--- config.mk ---
export PLATFORM = sky130hd
export DESIGN_NAME = lrcr_regs
export DESIGN_NICKNAME = d
export VERILOG_FILES = /design/src/core/lrcr_chan.v /design/src/core/lrcr_regs.v
export VERILOG_INCLUDE_DIRS = /design/src /design/src/core
export SDC_FILE = /design/constraint.sdc
export NUM_CORES = 1
export LEC_CHECK = 0
export BUFFER_PORTS_ARGS = -buffer_cell sky130_fd_sc_hd__buf_4
export CORE_AREA = 2 2 144 146
export CTS_CLUSTER_DIAMETER = 60
export DETAILED_ROUTE_END_ITERATION = 6
export DIE_AREA = 0 0 146 148
export PLACE_DENSITY = 0.62
export SLEW_MARGIN = 20
export SYNTH_ARGS = -nofsm -noshare
export SYNTH_HDL_FRONTEND = slang
export SYNTH_HIERARCHICAL = 1
export SYNTH_SLANG_ARGS = --single-unit
--- constraint.sdc ---
create_clock -name core_clk -period 2.4 [get_ports core_clk]
set_input_delay 0.6 -clock core_clk [delete_from_list [all_inputs] [get_ports core_clk]]
set_output_delay 0.6 -clock core_clk [all_outputs]
set_load 0.02 [all_outputs]
--- src/core/lrcr_defs.vh ---
// Purpose: Offsets, field positions and reset values of the light result register bank.
// Assumes: Word-wide register port, one 16-bit word for each offset.
// Notes:   Full-scale figures are in units of 100 lux.
`ifndef LRCR_DEFS_VH
`define LRCR_DEFS_VH

// Register offsets.
`define LRCR_OFS_CH2_RESULT_HIGH  8'h04
`define LRCR_OFS_CH2_RESULT_LOW   8'h05
`define LRCR_OFS_CH3_RESULT_HIGH  8'h06
`define LRCR_OFS_CH3_RESULT_LOW   8'h07
`define LRCR_OFS_LOW_THRESHOLD    8'h08

// Reset values.
`define LRCR_RST_RESULT           16'h0000
`define LRCR_RST_LOW_THRESHOLD    16'h0000
`define LRCR_RST_COUNT            4'h0

// Fields of the first word of a result pair and of the low threshold.
`define LRCR_EXP_MSB              15
`define LRCR_EXP_LSB              12
`define LRCR_MANT_HIGH_MSB        11
`define LRCR_MANT_HIGH_LSB        0

// Fields of the second word of a result pair.
`define LRCR_MANT_LOW_MSB         15
`define LRCR_MANT_LOW_LSB         8
`define LRCR_COUNT_MSB            7
`define LRCR_COUNT_LSB            4
`define LRCR_CHECK_MSB            3
`define LRCR_CHECK_LSB            0

// Mantissa split: twelve high bits shifted left by this amount.
`define LRCR_MANT_SHIFT           8

// Highest exponent code that names a full-scale range.
`define LRCR_EXP_MAX_RANGE        4'h6

// Full-scale range for exponent codes 0 to 6, in units of 100 lux.
`define LRCR_FS_0                 11'h016
`define LRCR_FS_1                 11'h02D
`define LRCR_FS_2                 11'h05A
`define LRCR_FS_3                 11'h0B4
`define LRCR_FS_4                 11'h168
`define LRCR_FS_5                 11'h2D0
`define LRCR_FS_6                 11'h5A0
`define LRCR_FS_NONE              11'h000

// Value returned for an unmapped offset.
`define LRCR_RD_UNMAPPED          16'h0000

`endif

--- src/core/lrcr_chan.v ---
// Purpose: One colour channel result: exponent, mantissa, rolling counter and check code.
// Assumes: The conversion engine pulses conv_done for one cycle with a finished result.
// Notes:   The check code is computed from the incoming result and stored with it.
`timescale 1ns/1ns
`include "lrcr_defs.vh"

module lrcr_chan (
    // Clock and reset
    input  wire        core_clk,
    input  wire        sys_rst,
    // Conversion engine update
    input  wire        conv_done,
    input  wire [3:0]  conv_exp,
    input  wire [19:0] conv_mant,
    // Stored result words
    output wire [15:0] word_high,
    output wire [15:0] word_low,
    // Full-scale range of the stored exponent
    output reg         range_ok,
    output reg  [10:0] full_scale
);

    reg  [3:0]  exp_q;
    reg  [11:0] mant_high_q;
    reg  [7:0]  mant_low_q;
    reg  [3:0]  count_q;
    reg  [3:0]  check_q;
    wire [3:0]  check_d;
    wire        check_b3;
    wire        check_b2;
    wire        check_b1;
    wire        check_b0;
    wire [19:0] mant_join;

    // mantissa join
    // The 20-bit mantissa is the high part shifted up plus the low part.
    assign mant_join = {conv_mant[19:`LRCR_MANT_SHIFT], 8'h00} + {12'h000, conv_mant[7:0]};

    // Check bits are resolved from the top down so that each later bit can use earlier ones.
    // Separate nets keep the chain free of any bit reading its own vector.
    // check bit three
    assign check_b3 = mant_join[3] ^ mant_join[11] ^ mant_join[19];
    assign check_b2 = check_b3 ^ mant_join[3] ^ mant_join[7] ^ mant_join[11]
                      ^ mant_join[15] ^ mant_join[19] ^ conv_exp[3];
    assign check_b1 = check_b3 ^ mant_join[1] ^ mant_join[3] ^ mant_join[5]
                      ^ mant_join[7] ^ mant_join[9] ^ mant_join[11] ^ mant_join[13]
                      ^ mant_join[15] ^ mant_join[17] ^ mant_join[19]
                      ^ conv_exp[1] ^ conv_exp[3];
    assign check_b0 = (^conv_exp) ^ (^mant_join) ^ check_b3 ^ check_b2 ^ check_b1;
    assign check_d  = {check_b3, check_b2, check_b1, check_b0};

    always @(posedge core_clk) begin
        if (sys_rst) begin
            exp_q       <= 4'h0;
            mant_high_q <= 12'h000;
            mant_low_q  <= 8'h00;
            check_q     <= 4'h0;
        end else if (conv_done) begin
            exp_q       <= conv_exp;
            mant_high_q <= mant_join[19:8];
            mant_low_q  <= mant_join[7:0];
            check_q     <= check_d;
        end
    end

    always @(posedge core_clk) begin
        if (sys_rst) begin
            count_q <= `LRCR_RST_COUNT;
        end else if (conv_done) begin
            count_q <= count_q + 4'h1;
        end
    end

    always @(posedge core_clk) begin
        if (sys_rst) begin
            range_ok   <= 1'b1;
            full_scale <= `LRCR_FS_0;
        end else begin
            range_ok <= (exp_q <= `LRCR_EXP_MAX_RANGE);
            case (exp_q)
                4'h0: full_scale <= `LRCR_FS_0;
                4'h1: full_scale <= `LRCR_FS_1;
                4'h2: full_scale <= `LRCR_FS_2;
                4'h3: full_scale <= `LRCR_FS_3;
                4'h4: full_scale <= `LRCR_FS_4;
                4'h5: full_scale <= `LRCR_FS_5;
                4'h6: full_scale <= `LRCR_FS_6;
                default: full_scale <= `LRCR_FS_NONE;
            endcase
        end
    end

    assign word_high = {exp_q, mant_high_q};
    assign word_low  = {mant_low_q, count_q, check_q};

endmodule // lrcr_chan

--- src/core/lrcr_regs.v ---
// Purpose: Result register bank of two colour channels and the low threshold register.
// Assumes: A word-wide register port driven by the serial host interface, synchronous inputs.
// Notes:   Reads answer one cycle after the strobe; a high-word read freezes the low word.
//
// Operation
// - Channel-2 first word bits 15:12 hold read-only range exponent.
// - First word bits 11:0 hold top twelve mantissa bits, reset zero.
// - Second word bits 15:8 hold low eight mantissa bits, reset zero.
// - Second word bits 7:4 count conversions, add one each, wrap.
// - Mantissa is high twelve bits shifted left eight plus low eight.
// - Check bit 0 is parity over exponent, mantissa and other check bits.
// - Check bit 1 is parity of bit 3, odd mantissa bits, exponent 1,3.
// - Check bit 2 is parity of bit 3, mantissa 3,7,11,15,19, exponent 3.
// - Check bit 3 is parity of mantissa bits 3, 11 and 19.
// - Channel-3 pair sits at offsets 6 and 7, same layout, reset zero.
// - Channel-2 low word sits at offset 5, high word at offset 4.
// - Offset 8 is read-write low threshold: exponent 15:12, result 11:0.
// - Exponent codes 0 to 6 give ranges doubling from 2.2 to 144 klux.
`timescale 1ns/1ns
`include "lrcr_defs.vh"

module lrcr_regs (
    // Clock and reset
    input  wire        core_clk,
    input  wire        sys_rst,
    // Host register port
    input  wire [7:0]  host_addr,
    input  wire        host_rd_en,
    input  wire        host_wr_en,
    input  wire [15:0] host_wdata,
    output reg  [15:0] host_rdata,
    output reg         host_rd_valid,
    output reg         host_addr_err,
    // Conversion engine, second channel
    input  wire        conv_done_second,
    input  wire [3:0]  range_exp_second,
    input  wire [19:0] mantissa_second,
    // Conversion engine, third channel
    input  wire        conv_done_third,
    input  wire [3:0]  range_exp_third,
    input  wire [19:0] mantissa_third,
    // Low threshold towards the comparator
    output reg  [3:0]  thr_low_exp,
    output reg  [11:0] thr_low_result,
    // Full-scale range of each stored result
    output wire        range_ok_second,
    output wire [10:0] full_scale_second,
    output wire        range_ok_third,
    output wire [10:0] full_scale_third
);

    wire [15:0] high_second;
    wire [15:0] low_second;
    wire [15:0] high_third;
    wire [15:0] low_third;

    reg  [15:0] low_threshold_q;
    reg  [15:0] snap_second_q;
    reg         snap_second_vld_q;
    reg  [15:0] snap_third_q;
    reg         snap_third_vld_q;
    reg  [15:0] rdata_d;
    reg         mapped_d;
    reg         wr_mapped_d;

    wire        hit_high_second;
    wire        hit_low_second;
    wire        hit_high_third;
    wire        hit_low_third;
    wire        hit_threshold;

    assign hit_high_second = (host_addr == `LRCR_OFS_CH2_RESULT_HIGH);
    assign hit_low_second  = (host_addr == `LRCR_OFS_CH2_RESULT_LOW);
    assign hit_high_third  = (host_addr == `LRCR_OFS_CH3_RESULT_HIGH);
    assign hit_low_third   = (host_addr == `LRCR_OFS_CH3_RESULT_LOW);
    assign hit_threshold   = (host_addr == `LRCR_OFS_LOW_THRESHOLD);

    // Second channel result.
    lrcr_chan u_chan_second (
        .core_clk   (core_clk),
        .sys_rst    (sys_rst),
        .conv_done  (conv_done_second),
        .conv_exp   (range_exp_second),
        .conv_mant  (mantissa_second),
        .word_high  (high_second),
        .word_low   (low_second),
        .range_ok   (range_ok_second),
        .full_scale (full_scale_second)
    );

    // Third channel result.
    lrcr_chan u_chan_third (
        .core_clk   (core_clk),
        .sys_rst    (sys_rst),
        .conv_done  (conv_done_third),
        .conv_exp   (range_exp_third),
        .conv_mant  (mantissa_third),
        .word_high  (high_third),
        .word_low   (low_third),
        .range_ok   (range_ok_third),
        .full_scale (full_scale_third)
    );

    always @(posedge core_clk) begin
        if (sys_rst) begin
            low_threshold_q <= `LRCR_RST_LOW_THRESHOLD;
        end else if (host_wr_en && hit_threshold) begin
            low_threshold_q <= host_wdata;
        end
    end

    // The comparator sees the threshold fields one cycle after they are stored.
    always @(posedge core_clk) begin
        if (sys_rst) begin
            thr_low_exp    <= 4'h0;
            thr_low_result <= 12'h000;
        end else begin
            thr_low_exp    <= low_threshold_q[`LRCR_EXP_MSB:`LRCR_EXP_LSB];
            thr_low_result <= low_threshold_q[`LRCR_MANT_HIGH_MSB:`LRCR_MANT_HIGH_LSB];
        end
    end

    // Reading a high word freezes the matching low word, so a new conversion landing
    // between the two reads cannot pair one result's top bits with another's bottom bits.
    always @(posedge core_clk) begin
        if (sys_rst) begin
            snap_second_q     <= `LRCR_RST_RESULT;
            snap_second_vld_q <= 1'b0;
        end else if (host_rd_en && hit_high_second) begin
            snap_second_q     <= low_second;
            snap_second_vld_q <= 1'b1;
        end else if (host_rd_en && hit_low_second) begin
            snap_second_vld_q <= 1'b0;
        end
    end

    always @(posedge core_clk) begin
        if (sys_rst) begin
            snap_third_q     <= `LRCR_RST_RESULT;
            snap_third_vld_q <= 1'b0;
        end else if (host_rd_en && hit_high_third) begin
            snap_third_q     <= low_third;
            snap_third_vld_q <= 1'b1;
        end else if (host_rd_en && hit_low_third) begin
            snap_third_vld_q <= 1'b0;
        end
    end

    // Read multiplexer.
    always @* begin
        rdata_d  = `LRCR_RD_UNMAPPED;
        mapped_d = 1'b1;
        case (host_addr)
            `LRCR_OFS_CH2_RESULT_HIGH: rdata_d = high_second;
            `LRCR_OFS_CH2_RESULT_LOW: begin
                if (snap_second_vld_q) begin
                    rdata_d = snap_second_q;
                end else begin
                    rdata_d = low_second;
                end
            end
            `LRCR_OFS_CH3_RESULT_HIGH: rdata_d = high_third;
            `LRCR_OFS_CH3_RESULT_LOW: begin
                if (snap_third_vld_q) begin
                    rdata_d = snap_third_q;
                end else begin
                    rdata_d = low_third;
                end
            end
            `LRCR_OFS_LOW_THRESHOLD: rdata_d = low_threshold_q;
            default: begin
                rdata_d  = `LRCR_RD_UNMAPPED;
                mapped_d = 1'b0;
            end
        endcase
    end

    // read-only writes dropped
    // Only the threshold offset accepts a write; result offsets are decoded but refused.
    always @* begin
        wr_mapped_d = hit_threshold | hit_high_second | hit_low_second
                      | hit_high_third | hit_low_third;
    end

    // Read answer and address error, both one cycle after the strobe.
    always @(posedge core_clk) begin
        if (sys_rst) begin
            host_rdata    <= 16'h0000;
            host_rd_valid <= 1'b0;
            host_addr_err <= 1'b0;
        end else begin
            host_rd_valid <= host_rd_en;
            host_addr_err <= (host_rd_en & ~mapped_d) | (host_wr_en & ~wr_mapped_d);
            if (host_rd_en) begin
                host_rdata <= rdata_d;
            end
        end
    end

endmodule // lrcr_regs

# ---- Word-level counts from Yosys, hierarchy flattened
# Index checks and enable logic that the tools add are counted.
dict set report totals {
  inputBits 78
  register_bits 172
  elab_cells 128
}
dict set report classes {
  bitwise 57
  muxes 10
  reduce_logical 14
  magnitude_cmp 2
  n_eq_ne 17
  n_addsub 4
}
# op count
set op_table {}
lappend op_table {{one-hot mux 11 bit (7 select lines)} 2}
lappend op_table {{one-hot mux 16 bit (5 select lines)} 1}
lappend op_table {{bitwise XOR 1 bit} 48}
lappend op_table {{adder 20 x 8 -> 20 bit} 2}
lappend op_table {{XOR reduction 20 bit} 2}
lappend op_table {{equality test 8 x 3 -> 1 bit, second input constant} 4}
lappend op_table {{two-way mux 16 bit} 2}
lappend op_table {{equality test 4 x 3 -> 1 bit, second input constant} 6}
lappend op_table {{equality test 4 x 2 -> 1 bit, second input constant} 4}
lappend op_table {{adder 4 x 1 -> 4 bit, second input constant} 2}
lappend op_table {{equality test 4 x 1 -> 1 bit, second input constant} 2}
lappend op_table {{equality test 8 x 4 -> 1 bit, second input constant} 1}
lappend op_table {{less-or-equal comparator 4 x 3 -> 1 bit, second input constant} 2}
lappend op_table {{zero test 4 bit} 2}
lappend op_table {{XOR reduction 4 bit} 2}
lappend op_table {{logical AND 1 bit} 5}
lappend op_table {{two-way mux 1 bit} 5}
lappend op_table {{OR 1 bit} 5}
lappend op_table {{OR reduction 5 bit} 1}
lappend op_table {{nonzero test 2 bit} 2}
lappend op_table {{bitwise AND 1 bit} 2}
lappend op_table {{inverter 1 bit} 2}

# ---- Depth between registers and ports, before layout
dict set report logic_depth {
  ltp_word 16
  mapped_depth 6
  ltp_nobuf 4
}

# ---- Modules after synthesis
# The synthesis kept the hierarchy.
# module cells_per_inst instances area_per_inst_um2
set by_module_without_submodules {}
lappend by_module_without_submodules {lrcr_regs 460 1 4375.4}
lappend by_module_without_submodules {lrcr_chan 171 2 1781.7}

# ---- Worst setup path before layout
# Ideal clock, no wire load.
dict set report synth_timing {
  path_kind {input-to-reg}
  from {in host_addr[5]}
  to {reg snap_second_q[10]}
  setup_ps 72
  path_slack_ps 135
  n_path_buf 2
  arrival_ps 2193
  required_time_ps 2328
  cell_stages 5
  path_cell_list {or4_4 > buf_6 > nor4_4 > buf_6 > mux2i_1}
}
dict set report synth_via {
  elab_chain_len 2
}
# item line_no
set synth_rtl {}
lappend synth_rtl {{start: declaration} lrcr_regs.v:27} ;# input wire [7:0] host_addr,
lappend synth_rtl {{equality test 8 x 3 -> 1 bit} --}
lappend synth_rtl {{logical AND 1 bit} lrcr_regs.v:129} ;# end else if (host_rd_en && hit_high_second) begin
lappend synth_rtl {{end signal: assignment} lrcr_regs.v:127} ;# snap_second_q <= `LRCR_RST_RESULT;
lappend synth_rtl {{end signal: assignment} lrcr_regs.v:130} ;# snap_second_q <= low_second;
lappend synth_rtl {{end: declaration} lrcr_regs.v:58} ;# reg [15:0] snap_second_q;
# No other way between the ends.
# A chain may end at the register's enable or synchronous reset.

# ---- Final worst setup path
dict set report layout_timing {
  from {in host_addr[5]}
  to {reg host_rdata[8]}
}
dict set report layout_via {
  elab_chain_len 2
  word_cells_on_any_way 6
  classes_between {eq/ne (5); mux (1)}
}
# item line_no
set layout_rtl {}
lappend layout_rtl {{equality test 8 x 4 -> 1 bit / equality test 8 x 3 -> 1 bit (equally long branches)} lrcr_regs.v:153} ;# case (host_addr)
lappend layout_rtl {{one-hot mux 16 bit (5 select lines) (*)} lrcr_regs.v:153}
lappend layout_rtl {{end signal: assignment} lrcr_regs.v:195} ;# host_rdata <= rdata_d;
lappend layout_rtl {{end: declaration} lrcr_regs.v:31} ;# output reg [15:0] host_rdata,
# Mark *: on every way between the ends. The rest lies on a longest branch, timed or not.

==> impl_metrics.json <==
{
  "dieArea_um2": 21600,
  "synth_nets": 882,
  "wl_um": 20200,
  "cts-hold-fix-buffers": 0,
  "clock_sink_count": 172,
  "maximum_number_of_pins_on_one_net_before_global_route_repair": 50,
  "skew_ns": 0.00765,
  "placed_cells_incl_taps": 1158,
  "asyncSetResetFlopFracSynth": 0,
  "drt_first_iter_violations": 352,
  "power_density_nw_per_um2": 695,
  "first_global_vias": 5988,
  "globalRoute.totalOverflow": 0,
  "core_um2": 20000,
  "fin_crit_sh": 0.752,
  "timing.hold.worst.class": "in2reg",
  "cap_violations": 0,
  "yosys_warnings": 6,
  "rsz0062_at_grt": "false",
  "final_period_minus_worst_setup_slack_ns": 1.81,
  "die_height_um": 148,
  "drt-vias-per-instance": 5.10,
  "totalNegativeSetupSlack_ns": 0,
  "synth-edff-count": 0,
  "totalPowerFinal_w": 0.00683,
  "start_kind": "input port",
  "drt_pass1_iterations": 5,
  "clock_latency_ns": 0.43,
  "cts-root-to-sink-buffers": 2,
  "finalSetupViolCount": 0,
  "vdd_ir_drop_max_uv": 385,
  "numCtsBuffers": 17,
  "timing_hold_violations_final": 0,
  "first_pass_grt_wire_length_um": 32300,
  "fillerInstances": 1900,
  "maxSlewViolCount": 0,
  "cts.repair_timing.setup_buffer_count": 0,
  "critical_path_peak_fanout": 16,
  "dp_hpwl_um": 14400,
  "status": "completed",
  "worst_pin_slew_ns": 0.668,
  "postSynth.topFlopCell": "sky130_fd_sc_hd__dfxtp_1",
  "instances_no_fill": 1191,
  "yosys_register_bits": 172,
  "final_cell_area_um2": 9830,
  "row_count": 52,
  "maxSlewHeadroom": 0.552,
  "critical_path_required_ns": 2.73,
  "detail_route.wl_per_cell_um": 17.0,
  "io_buffer_count": 135,
  "syn_area_um2": 7940,
  "timing_worst_setup_path_type": "in2reg",
  "yosys.cell_types.count": 47,
  "finish.net_count": 987,
  "multi_input_area_um2": 4060,
  "cell_area_reported_after_detailed_placement_um2": 9200,
  "globalRouteTotalUtil": 0.191,
  "endpoint_kind": "register",
  "areaGrowthSynthToFinish_pct": 23.8,
  "cts_tree": "built",
  "clk_pin_slew_worst_paths_ns": 0.06,
  "cts_htree_levels": 4,
  "layout-drive-gt1-share": 0.241,
  "fp.dieW_um": 146,
  "syn_inst": 802,
  "vias": 6077,
  "arrival_ns": 2.14,
  "fmax_ghz": 0.554,
  "antenna_found_initial": 2,
  "start_util": 0.396,
  "area.sequential_um2": 3440,
  "syn-mean-instance-area_um2": 9.90,
  "yosysSeqAreaShare": 0.434,
  "finalWeightedCongestion": 0.797,
  "root_buffer": "sky130_fd_sc_hd__clkbuf_16",
  "cts-resized-gates": 0,
  "floorplan.io_pins": 136,
  "ant_nets": 0,
  "drcViolationCount": 0,
  "static_leak_nw": 3.80
}
==> synth_stat cells, types with 3 or more instances <==
cell type / count / area share
sky130_fd_sc_hd__a41oi_1: 16 / 0.018
sky130_fd_sc_hd__and2_1: 4 / 0.0032
sky130_fd_sc_hd__nor3b_1: 3 / 0.0028
sky130_fd_sc_hd__buf_6: 3 / 0.0043
sky130_fd_sc_hd__o21ai_0: 5 / 0.0032
sky130_fd_sc_hd__mux2i_1: 104 / 0.13
sky130_fd_sc_hd__nand4_1: 34 / 0.027
sky130_fd_sc_hd__clkbuf_1: 45 / 0.021
sky130_fd_sc_hd__nor2_1: 88 / 0.042
sky130_fd_sc_hd__a21oi_1: 36 / 0.023
sky130_fd_sc_hd__mux4_2: 16 / 0.045
sky130_fd_sc_hd__dfxtp_1: 172 / 0.43
sky130_fd_sc_hd__buf_1: 14 / 0.0066
sky130_fd_sc_hd__xnor3_1: 6 / 0.017
sky130_fd_sc_hd__xor2_1: 10 / 0.011
sky130_fd_sc_hd__nand2_1: 6 / 0.0028
sky130_fd_sc_hd__o32ai_1: 16 / 0.018
sky130_fd_sc_hd__xnor2_1: 30 / 0.033
sky130_fd_sc_hd__buf_2: 9 / 0.0057
sky130_fd_sc_hd__o31ai_1: 32 / 0.030
sky130_fd_sc_hd__nor2b_1: 37 / 0.029
sky130_fd_sc_hd__or2_2: 6 / 0.0047
sky130_fd_sc_hd__nand2b_1: 42 / 0.033
sky130_fd_sc_hd__inv_1: 35 / 0.017
==> sequential cells by signal, summed over array words and instances (netlist names), 8 cells and up <==
| register | count |
|---|---|
| low_threshold_q | 16 |
| u_chan_third/mant_low_q | 8 |
| u_chan_third/full_scale | 11 |
| u_chan_second/mant_low_q | 8 |
| u_chan_third/mant_high_q | 12 |
| snap_second_q | 16 |
| u_chan_second/full_scale | 11 |
| host_rdata | 16 |
| thr_low_result | 12 |
| snap_third_q | 16 |
| u_chan_second/mant_high_q | 12 |
==> area by class of cell <==
type,instances,area share
diodes,1,0.000255
clock buffers,18,0.0437
multi-input cells,521,0.413
repair buffers,157,0.124
flip-flops and latches,172,0.350
clock inverters,14,0.0197
well taps,270,0.0344
inverters,38,0.0145
==> logic make-up (layout without fill, tap and decap cells) <==
| kind of cell | Yosys count | in the layout | share of synthesized area |
|---|---|---|---|
| other cells | 0 | 1 | 0 |
| flops | 172 | 172 | 0.434 |
| compound gates | 118 | 118 | 0.105 |
| buf+inv | 109 | 227 | 0.0558 |
| mux | 120 | 120 | 0.177 |
| xor+xnor | 48 | 48 | 0.0671 |
| simple gates | 233 | 233 | 0.159 |
| fa+ha+maj | 2 | 2 | 0.00315 |
==> where the power goes <==
group	internal, W	leakage (nW)	switching (W)
clock	0.00174	0.300	0.00117
sequential	0.00296	1.40	0.0000839
combinational	0.000448	2.10	0.000429
total	0.00515	3.80	0.00168
==> worst paths after layout <==
| check | from | end | slack (ns) | cells after the start |
|---|---|---|---|---|
| setup / recovery | host_addr[5] | host_rdata[8] | 0.59 | 5 |
| hold / removal | mantissa_second[7] | u_chan_second/mant_low_q[7] | 0.41 | 3 |
| setup reg to reg | snap_second_vld_q | host_rdata[8] | 0.64 | 4 |
| hold reg to reg | snap_third_q[2] | snap_third_q[2] | 0.47 | 2 |
==> cell usage in the layout, fill, tap and decap left out, types with 2 or more instances in the layout <==
cell type                    Yosys  final
sky130_fd_sc_hd__dfxtp_1       172    172
sky130_fd_sc_hd__buf_4           0    154
sky130_fd_sc_hd__mux2i_1       104    104
sky130_fd_sc_hd__nor2_1         88     88
sky130_fd_sc_hd__nand2b_1       42     42
sky130_fd_sc_hd__nor2b_1        37     36
sky130_fd_sc_hd__a21oi_1        36     36
sky130_fd_sc_hd__inv_1          35     35
sky130_fd_sc_hd__nand4_1        34     34
sky130_fd_sc_hd__o31ai_1        32     32
sky130_fd_sc_hd__xnor2_1        30     30
sky130_fd_sc_hd__clkbuf_16       0     17
sky130_fd_sc_hd__mux4_2         16     16
sky130_fd_sc_hd__a41oi_1        16     16
sky130_fd_sc_hd__o32ai_1        16     16
sky130_fd_sc_hd__xor2_1         10     10
sky130_fd_sc_hd__xnor3_1         6      6
sky130_fd_sc_hd__nand2_1         6      6
sky130_fd_sc_hd__or2_2           6      6
sky130_fd_sc_hd__o21ai_0         5      5
sky130_fd_sc_hd__bufinv_16       0      4
sky130_fd_sc_hd__clkinv_4        0      4
sky130_fd_sc_hd__and2_1          4      4
sky130_fd_sc_hd__nor3b_1         3      3
sky130_fd_sc_hd__clkinv_2        0      3
sky130_fd_sc_hd__buf_12          0      3
sky130_fd_sc_hd__clkinv_1        2      2
sky130_fd_sc_hd__clkinvlp_4      0      2
sky130_fd_sc_hd__xnor3_2         2      2
sky130_fd_sc_hd__o22ai_1         2      2
sky130_fd_sc_hd__o22ai_2         2      2
sky130_fd_sc_hd__and3_1          2      2
sky130_fd_sc_hd__o21bai_1        2      2
sky130_fd_sc_hd__a21o_1          2      2
sky130_fd_sc_hd__nor3_1          2      2
sky130_fd_sc_hd__a31oi_1         2      2
sky130_fd_sc_hd__ha_1            2      2
==> layer usage <==
layer	share of wire	GRT usage	wire length (µm)
met5	0.00064	0	13
met4	0.021	0.0767	426
met3	0.053	0.0448	1070
met2	0.49	0.312	9910
met1	0.43	0.244	8780
==> critical path: stages <==
cell                      delay [ns]
sky130_fd_sc_hd__buf_4          0.12
sky130_fd_sc_hd__or4_4          0.58
sky130_fd_sc_hd__or3_1          0.36
sky130_fd_sc_hd__buf_4          0.20
sky130_fd_sc_hd__o32ai_1        0.28
==> metrics by stage <==
step	setup WS, ns	hold slack, ns	utilization
floorplan	0.135	0.444	-
global placement	0.185	0.451	0.459
detailed placement	0.166	0.458	0.459
CTS	0.620	0.403	0.490
global route	0.496	0.409	0.490
finish	0.594	0.415	0.490
Note: power is estimated with default switching activity, not from simulation.
